==> config.mk <==
export PLATFORM = sky130hd
export DESIGN_NAME = isabr_bridge
export DESIGN_NICKNAME = d
export VERILOG_FILES = /design/src/isabr_pkg.sv /design/src/isabr_decode.sv /design/src/isabr_irq_sync.sv /design/src/isabr_bridge.sv
export VERILOG_INCLUDE_DIRS = /design/src /design/src/src
export SDC_FILE = /design/constraint.sdc
export NUM_CORES = 1
export LEC_CHECK = 0
export ABC_AREA = 1
export BUFFER_PORTS_ARGS = -buffer_cell sky130_fd_sc_hd__clkbuf_2
export CELL_PAD_IN_SITES_DETAIL_PLACEMENT = 1
export CELL_PAD_IN_SITES_GLOBAL_PLACEMENT = 1
export CORE_MARGIN = 5
export CORE_UTILIZATION = 37
export DETAILED_ROUTE_END_ITERATION = 16
export PLACE_DENSITY = 0.89
export SYNTH_ARGS = -nofsm -noshare
export SYNTH_HDL_FRONTEND = slang
export SYNTH_SLANG_ARGS = --single-unit
==> constraint.sdc <==
create_clock -name clk_i -period 3.3 [get_ports clk_i]
set_input_delay 0.495 -clock clk_i [delete_from_list [all_inputs] [get_ports clk_i]]
set_output_delay 0.495 -clock clk_i [all_outputs]
set_load 0.005 [all_outputs]
==> src/isabr_defs.svh <==
// isabr_defs.svh: address windows, strobe timing and field positions of the stacking-bus bridge
// assumes: included by bare name from src/ files; definitions only
`ifndef ISABR_DEFS_SVH
`define ISABR_DEFS_SVH

`define ISABR_IO8_BASE 32'h11E0_0000
`define ISABR_IO8_LAST 32'h11E0_03FF
`define ISABR_IO16_BASE 32'h21E0_0000
`define ISABR_IO16_LAST 32'h21E0_03FE
`define ISABR_MEM8_BASE 32'h11A0_0000
`define ISABR_MEM8_LAST 32'h11AF_FFFF
`define ISABR_MEM16_BASE 32'h21A0_0000
`define ISABR_MEM16_LAST 32'h21AF_FFFE
`define ISABR_WIN_MSB 19
`define ISABR_ISA_AW 22
`define ISABR_CLK_MHZ 250
// setup of address before strobe, least strobe width, hold after strobe, in ns
`define ISABR_SETUP_NS 100
`define ISABR_STROBE_NS 500
`define ISABR_HOLD_NS 100
`define ISABR_CYC(ns) ((((ns) * `ISABR_CLK_MHZ) + 999) / 1000)
`define ISABR_SETUP_CYC `ISABR_CYC(`ISABR_SETUP_NS)
`define ISABR_STROBE_CYC `ISABR_CYC(`ISABR_STROBE_NS)
`define ISABR_HOLD_CYC `ISABR_CYC(`ISABR_HOLD_NS)
`define ISABR_CNT_W 8
`define ISABR_IRQ_N 3

`endif

==> src/isabr_pkg.sv <==
// isabr_pkg.sv: types of the stacking-bus bridge
// assumes: nothing beyond the defines header
`default_nettype none
package isabr_pkg;
    typedef enum logic [2:0]
    {
        ISABR_WIN_NONE = 3'h0,
        ISABR_WIN_IO8 = 3'h1,
        ISABR_WIN_IO16 = 3'h2,
        ISABR_WIN_MEM8 = 3'h3,
        ISABR_WIN_MEM16 = 3'h4
    } isabr_win_t;

    typedef enum logic [2:0]
    {
        ISABR_ST_IDLE = 3'h0,
        ISABR_ST_SETUP = 3'h1,
        ISABR_ST_STROBE = 3'h2,
        ISABR_ST_WAIT = 3'h3,
        ISABR_ST_HOLD = 3'h4,
        ISABR_ST_DONE = 3'h5
    } isabr_state_t;
endpackage : isabr_pkg
`default_nettype wire

==> src/isabr_decode.sv <==
// isabr_decode.sv: classifies a host address into one of the four windows, or none
// assumes: address is stable while valid; purely combinational
`include "isabr_defs.svh"
`default_nettype none
module isabr_decode
    import isabr_pkg::*;
(
    input wire logic [31:0] addr_i,
    output isabr_win_t win_o,
    output logic [`ISABR_ISA_AW-1:0] isa_addr_o
);
    always_comb
    begin
        win_o = ISABR_WIN_NONE;
        // window offset goes out untranslated
        isa_addr_o = {{(`ISABR_ISA_AW - `ISABR_WIN_MSB - 1){1'b0}}, addr_i[`ISABR_WIN_MSB:0]};
        if (addr_i >= `ISABR_IO8_BASE && addr_i <= `ISABR_IO8_LAST)
        begin
            win_o = ISABR_WIN_IO8;
        end
        else if (addr_i >= `ISABR_IO16_BASE && addr_i <= `ISABR_IO16_LAST && !addr_i[0])
        begin
            win_o = ISABR_WIN_IO16;
        end
        else if (addr_i >= `ISABR_MEM8_BASE && addr_i <= `ISABR_MEM8_LAST)
        begin
            win_o = ISABR_WIN_MEM8;
        end
        else if (addr_i >= `ISABR_MEM16_BASE && addr_i <= `ISABR_MEM16_LAST && !addr_i[0])
        begin
            win_o = ISABR_WIN_MEM16;
        end
    end
endmodule : isabr_decode
`default_nettype wire

==> src/isabr_irq_sync.sv <==
// isabr_irq_sync.sv: registers one stacking-bus interrupt line toward the host
// assumes: inputs already synchronous to clk_i
`default_nettype none
module isabr_irq_sync
(
    input wire logic clk_i,
    input wire logic sys_rst_i,
    input wire logic irq_i,
    output logic irq_o
);
    logic irq_d;
    logic irq_q;

    always_comb
    begin
        irq_d = irq_i;
    end

    always_ff @(posedge clk_i)
    begin
        if (sys_rst_i)
        begin
            irq_q <= 1'b0;
        end
        else
        begin
            irq_q <= irq_d;
        end
    end

    assign irq_o = irq_q;
endmodule : isabr_irq_sync
`default_nettype wire

==> src/isabr_bridge.sv <==
// isabr_bridge.sv: host-to-stacking-bus bridge, four windows onto 8/16-bit I/O and memory cycles
// assumes: one 250 MHz clock, host request held until ack, bus inputs synchronous to clk_i
`include "isabr_defs.svh"
`default_nettype none
module isabr_bridge
    import isabr_pkg::*;
(
    input wire logic clk_i,
    input wire logic sys_rst_i,
    // host side
    input wire logic host_req_i,
    input wire logic host_we_i,
    input wire logic [31:0] host_addr_i,
    input wire logic [15:0] host_wdata_i,
    output logic host_ack_o,
    output logic host_err_o,
    output logic [15:0] host_rdata_o,
    output logic [`ISABR_IRQ_N-1:0] host_irq_o,
    // stacking bus side
    output logic [`ISABR_ISA_AW-1:0] bus_addr_o,
    output logic bus_bhe_n_o,
    input wire logic [7:0] bus_data_lo_i,
    output logic [7:0] bus_data_lo_o,
    output logic bus_data_lo_oe_o,
    input wire logic [7:0] bus_data_hi_i,
    output logic [7:0] bus_data_hi_o,
    output logic bus_data_hi_oe_o,
    output logic bus_ior_n_o,
    output logic bus_iow_n_o,
    output logic bus_memr_n_o,
    output logic bus_memw_n_o,
    input wire logic bus_iochrdy_i,
    input wire logic [`ISABR_IRQ_N-1:0] bus_irq_i
);
    isabr_win_t win;
    logic [`ISABR_ISA_AW-1:0] dec_addr;

    isabr_decode u_decode
    (
        .addr_i(host_addr_i),
        .win_o(win),
        .isa_addr_o(dec_addr)
    );

    // interrupt lines pass straight through, one register each
    genvar gi;
    generate
        for (gi = 0; gi < `ISABR_IRQ_N; gi++)
        begin : g_irq
            isabr_irq_sync u_irq
            (
                .clk_i(clk_i),
                .sys_rst_i(sys_rst_i),
                .irq_i(bus_irq_i[gi]),
                .irq_o(host_irq_o[gi])
            );
        end
    endgenerate

    localparam logic [`ISABR_CNT_W-1:0] SETUP_CYC = `ISABR_CNT_W'(`ISABR_SETUP_CYC);
    localparam logic [`ISABR_CNT_W-1:0] STROBE_CYC = `ISABR_CNT_W'(`ISABR_STROBE_CYC);
    localparam logic [`ISABR_CNT_W-1:0] HOLD_CYC = `ISABR_CNT_W'(`ISABR_HOLD_CYC);

    isabr_state_t state_q;
    isabr_state_t state_d;
    logic [`ISABR_CNT_W-1:0] cnt_q;
    logic [`ISABR_CNT_W-1:0] cnt_d;
    logic is_io_q;
    logic is_io_d;
    logic wide_q;
    logic wide_d;
    logic we_q;
    logic we_d;
    logic [`ISABR_ISA_AW-1:0] addr_q;
    logic [`ISABR_ISA_AW-1:0] addr_d;
    logic [15:0] wdata_q;
    logic [15:0] wdata_d;
    logic [15:0] rdata_q;
    logic [15:0] rdata_d;
    logic ack_q;
    logic ack_d;
    logic err_q;
    logic err_d;
    logic rd_n_q;
    logic rd_n_d;
    logic wr_n_q;
    logic wr_n_d;
    logic drive_q;
    logic drive_d;
    logic bhe_n_q;
    logic bhe_n_d;

    always_comb
    begin
        state_d = state_q;
        cnt_d = cnt_q;
        is_io_d = is_io_q;
        wide_d = wide_q;
        we_d = we_q;
        addr_d = addr_q;
        wdata_d = wdata_q;
        rdata_d = rdata_q;
        ack_d = 1'b0;
        err_d = 1'b0;
        rd_n_d = rd_n_q;
        wr_n_d = wr_n_q;
        drive_d = drive_q;
        bhe_n_d = bhe_n_q;
        case (state_q)
            ISABR_ST_IDLE:
            begin
                if (host_req_i)
                begin
                    if (win == ISABR_WIN_NONE)
                    begin
                        // outside every window: no bus cycle, answered with an error
                        ack_d = 1'b1;
                        err_d = 1'b1;
                        state_d = ISABR_ST_DONE;
                    end
                    else
                    begin
                        is_io_d = (win == ISABR_WIN_IO8) || (win == ISABR_WIN_IO16);
                        wide_d = (win == ISABR_WIN_IO16) || (win == ISABR_WIN_MEM16);
                        we_d = host_we_i;
                        addr_d = dec_addr;
                        wdata_d = host_wdata_i;
                        bhe_n_d = !((win == ISABR_WIN_IO16) || (win == ISABR_WIN_MEM16));
                        drive_d = host_we_i;
                        cnt_d = SETUP_CYC;
                        state_d = ISABR_ST_SETUP;
                    end
                end
            end
            ISABR_ST_SETUP:
            begin
                if (cnt_q > `ISABR_CNT_W'(1))
                begin
                    cnt_d = cnt_q - `ISABR_CNT_W'(1);
                end
                else
                begin
                    // only one strobe of the four, chosen by space and direction
                    rd_n_d = we_q;
                    wr_n_d = !we_q;
                    cnt_d = STROBE_CYC;
                    state_d = ISABR_ST_STROBE;
                end
            end
            ISABR_ST_STROBE:
            begin
                if (cnt_q > `ISABR_CNT_W'(1))
                begin
                    cnt_d = cnt_q - `ISABR_CNT_W'(1);
                end
                else
                begin
                    state_d = ISABR_ST_WAIT;
                end
            end
            ISABR_ST_WAIT:
            begin
                // strobe held for as long as the board stretches the cycle
                // no time limit: a board that never returns ready stalls the host
                if (bus_iochrdy_i)
                begin
                    if (!we_q)
                    begin
                        rdata_d = wide_q ? {bus_data_hi_i, bus_data_lo_i} : {8'h00, bus_data_lo_i};
                    end
                    rd_n_d = 1'b1;
                    wr_n_d = 1'b1;
                    cnt_d = HOLD_CYC;
                    state_d = ISABR_ST_HOLD;
                end
            end
            ISABR_ST_HOLD:
            begin
                if (cnt_q > `ISABR_CNT_W'(1))
                begin
                    cnt_d = cnt_q - `ISABR_CNT_W'(1);
                end
                else
                begin
                    drive_d = 1'b0;
                    bhe_n_d = 1'b1;
                    ack_d = 1'b1;
                    state_d = ISABR_ST_DONE;
                end
            end
            ISABR_ST_DONE:
            begin
                // wait for the host to drop its request before the next cycle
                if (!host_req_i)
                begin
                    state_d = ISABR_ST_IDLE;
                end
            end
            default:
            begin
                state_d = ISABR_ST_IDLE;
            end
        endcase
    end

    always_ff @(posedge clk_i)
    begin
        if (sys_rst_i)
        begin
            state_q <= ISABR_ST_IDLE;
            cnt_q <= '0;
            is_io_q <= 1'b0;
            wide_q <= 1'b0;
            we_q <= 1'b0;
            addr_q <= '0;
            wdata_q <= 16'h0000;
            rdata_q <= 16'h0000;
            ack_q <= 1'b0;
            err_q <= 1'b0;
            rd_n_q <= 1'b1;
            wr_n_q <= 1'b1;
            drive_q <= 1'b0;
            bhe_n_q <= 1'b1;
        end
        else
        begin
            state_q <= state_d;
            cnt_q <= cnt_d;
            is_io_q <= is_io_d;
            wide_q <= wide_d;
            we_q <= we_d;
            addr_q <= addr_d;
            wdata_q <= wdata_d;
            rdata_q <= rdata_d;
            ack_q <= ack_d;
            err_q <= err_d;
            rd_n_q <= rd_n_d;
            wr_n_q <= wr_n_d;
            drive_q <= drive_d;
            bhe_n_q <= bhe_n_d;
        end
    end

    // strobes split by space from next-state rd_n_d, wr_n_d and is_io_d, then registered, so outputs are flop-driven
    logic ior_n_q;
    logic ior_n_d;
    logic iow_n_q;
    logic iow_n_d;
    logic memr_n_q;
    logic memr_n_d;
    logic memw_n_q;
    logic memw_n_d;

    always_comb
    begin
        ior_n_d = rd_n_d | !is_io_d;
        iow_n_d = wr_n_d | !is_io_d;
        memr_n_d = rd_n_d | is_io_d;
        memw_n_d = wr_n_d | is_io_d;
    end

    always_ff @(posedge clk_i)
    begin
        if (sys_rst_i)
        begin
            ior_n_q <= 1'b1;
            iow_n_q <= 1'b1;
            memr_n_q <= 1'b1;
            memw_n_q <= 1'b1;
        end
        else
        begin
            ior_n_q <= ior_n_d;
            iow_n_q <= iow_n_d;
            memr_n_q <= memr_n_d;
            memw_n_q <= memw_n_d;
        end
    end

    // no DMA request or acknowledge pins: those positions carry the high data byte
    assign bus_addr_o = addr_q;
    assign bus_bhe_n_o = bhe_n_q;
    assign bus_data_lo_o = wdata_q[7:0];
    assign bus_data_lo_oe_o = drive_q;
    assign bus_data_hi_o = wdata_q[15:8];
    assign bus_data_hi_oe_o = drive_q & wide_q;
    assign bus_ior_n_o = ior_n_q;
    assign bus_iow_n_o = iow_n_q;
    assign bus_memr_n_o = memr_n_q;
    assign bus_memw_n_o = memw_n_q;
    assign host_ack_o = ack_q;
    assign host_err_o = err_q;
    assign host_rdata_o = rdata_q;
endmodule : isabr_bridge
`default_nettype wire

==> results.json <==
{
  "r2r-start": "state_q[1]",
  "cts_sinks": 79,
  "gp_congestion": 0.866,
  "skew_ns": 0.0124,
  "cp.arrival_ns": 2.65,
  "tightest_slew_ns": 0.612,
  "irDropWorstVdd_mv": 0.300,
  "hold_buffers": 0,
  "dieArea_um2": 12700,
  "maxSlewViolCount": 0,
  "die_h_um": 113,
  "ys_warn_count": 0,
  "fin_util_pct": 47.2,
  "cts_setup_buffers": 0,
  "port_buffers": 135,
  "cts_resized": 0,
  "synth_edf_count": 0,
  "seqCellArea_um2": 1580,
  "yosysMostFrequentCell": "nor2_1",
  "rr_worst_depth": 9,
  "wl_um": 13100,
  "synth_top_area_share_pct": 40.4,
  "wl_per_cell_um": 15.3,
  "multiInputGateArea_um2": 1920,
  "cts_buffer_depth": 2,
  "start_util_pct": 37.9,
  "ys.flop_type": "dfxtp_1",
  "r2r_end": "bus_addr_o[5]",
  "dpl.cell_count": 838,
  "final.fill_count": 1443,
  "dp_hpwl_um": 10200,
  "ios": 138,
  "start_kind": "input port",
  "totalNegativeSetupSlack_ns": 0,
  "endpoint": "bus_addr_o[5]",
  "cts_max_level": 3,
  "rsz0062_at_grt": "no",
  "synth_top_area_cell": "dfxtp_1",
  "drtIter0Drc": 290,
  "rows": 37,
  "relSlewSlack_pct": 59.1,
  "numCtsBuffers": 9,
  "core-area_um2": 10300,
  "grt_pass1_wl_um": 21500,
  "cts-root-buf": "clkbuf_8",
  "synth_top_cells_by_count": "nor2_1, nand2_1, dfxtp_1, inv_1, o21ai_0",
  "power_leakage_nw": 2.38,
  "grt_pass1_vias": 4425,
  "hold_path_class": "in -> reg",
  "drive_gt1_share_pct": 25.2,
  "fin_cells": 854,
  "cp-end-kind": "flip-flop",
  "antenna_found_initial": 0,
  "insertion_delay_ns": 0.36,
  "yosysSeqAreaShare_pct": 40.4,
  "nets": 787,
  "place_area_um2": 4640,
  "vias": 4254,
  "dieWidth_um": 113,
  "vias_per_cell": 4.98,
  "grt_use_total_pct": 20.5,
  "power_density_nw_per_um2": 633,
  "synth.avg_cell_area_um2": 6.68,
  "critPathRequiredTime_ns": 3.58,
  "cap_violations": 0,
  "hold_violations": 0,
  "syn_inst": 586,
  "path_class": "in -> reg",
  "cts_tree": "done",
  "r2r_slack_ns": 1.07,
  "synth_cell_types": 38,
  "ys_ff_latch": 79,
  "firstDrtPassIters": 4,
  "pre_cts_slack_ns": 0.595,
  "max_freq_mhz": 422,
  "grt_overflow": 0,
  "antenna_left": 0,
  "outcome": "finished clean",
  "cp-startpoint": "host_addr_i[2]",
  "whs_ns": 0.318,
  "synthesis.area_um2": 3920,
  "area_growth_pct": 24.5,
  "period_needed_ns": 2.37,
  "async_flop_share_pct": 0,
  "fin_area_um2": 4870,
  "diodes": 0,
  "fin_total_pwr_mw": 3.09,
  "post-route-drc-count": 0,
  "layout_setup_ws_ns": 0.929,
  "crit_fanout": 40,
  "path_clk_slew_ns": 0.09,
  "grt_max_degree": 41,
  "setup_violations": 0,
  "fin_crit_sh_pct": 71.8,
  "netlist_top_cells_area": "dfxtp_1, nor2_1, nand2_1"
}
==> placed cells by master, fill, tap and decap left out, types with 2 or more instances in the layout <==
cell type / count
nand2_2: 3
buf_4: 3
nor2_4: 3
bufinv_16: 2
clkinvlp_4: 2
ha_1: 2
nor2_2: 2
inv_1: 65
nand2_4: 2
dfxtp_1: 79
a21oi_2: 4
nand2_1: 91
nand4_1: 16
clkbuf_8: 10
nor3_1: 15
nand3_1: 23
clkbuf_2: 135
xor2_1: 4
or2_2: 2
inv_2: 6
o21ai_0: 53
nor3_2: 2
a21oi_1: 16
conb_1: 2
nor2_1: 154
o21ai_1: 6
o22ai_1: 2
==> worst min-delay path by stage <==
stage,slack (ns),startpoint,cells after the start,end
finish,0.32,bus_irq_i[1],3,g_irq[1].u_irq.irq_o
global route,0.30,bus_irq_i[1],3,g_irq[1].u_irq.irq_o
CTS,0.30,bus_irq_i[1],3,g_irq[1].u_irq.irq_o
detailed placement,0.47,host_rdata_o[10],2,host_rdata_o[10]
global placement,0.45,host_rdata_o[15],2,host_rdata_o[15]
floorplan,0.46,host_rdata_o[10],2,host_rdata_o[10]
==> registers in the layout (all words and copies together) (netlist names), 3 cells and up <==
register and cells:
bus_addr_o 20, host_rdata_o 16, wdata_q 16, cnt_q 8, g_irq.u_irq.irq_o 3, state_q 3
==> layout make-up <==
cell class	instances	area share (%)
Tap cell	136	3.49
Clock buffer	10	2.82
Inverter	72	5.54
Timing Repair Buffer	138	14.3
Sequential cell	79	32.4
Clock inverter	6	1.90
Multi-Input combinational cell	413	39.5
==> critical path, cell delays in order <==
cell      delay [ns]
clkbuf_2        0.09
nand2_1         0.05
nor2_1          0.33
nand3_1         0.13
nor2_1          0.14
nand2_1         0.10
nand2_2         0.10
nand2_4         0.07
nand4_4         0.10
nand2_4         0.21
inv_2           0.54
nor2_1          0.09
nor2_1          0.18
==> logic make-up (layout without fill, tap and decap cells) <==
group / Yosys count / after routing / synth area share [%]
fa+ha+maj: 2 / 2 / 0.639
flops: 79 / 79 / 40.4
xor+xnor: 5 / 5 / 1.12
buf+inv: 95 / 226 / 10.5
compound gates: 85 / 85 / 11.6
simple gates: 319 / 319 / 35.6
other cells: 1 / 2 / 0.0958
==> where the power goes <==
part / internal [mW] / switching, mW / total (mW)
Clock: 0.450 / 0.384 / 0.834
Sequential: 1.08 / 0.0964 / 1.18
Combinational: 0.373 / 0.697 / 1.07
Total: 1.91 / 1.18 / 3.09
==> routing by layer <==
metal / up-vias / GRT usage, % / wire, um
met4: 0 / 7.61 / 325
met5: - / 0 / 0
li1: 2097 / - / -
met2: 118 / 36.6 / 6420
met3: 25 / 3.96 / 684
met1: 2014 / 24.3 / 5660
(Power assumes the default switching activity.)
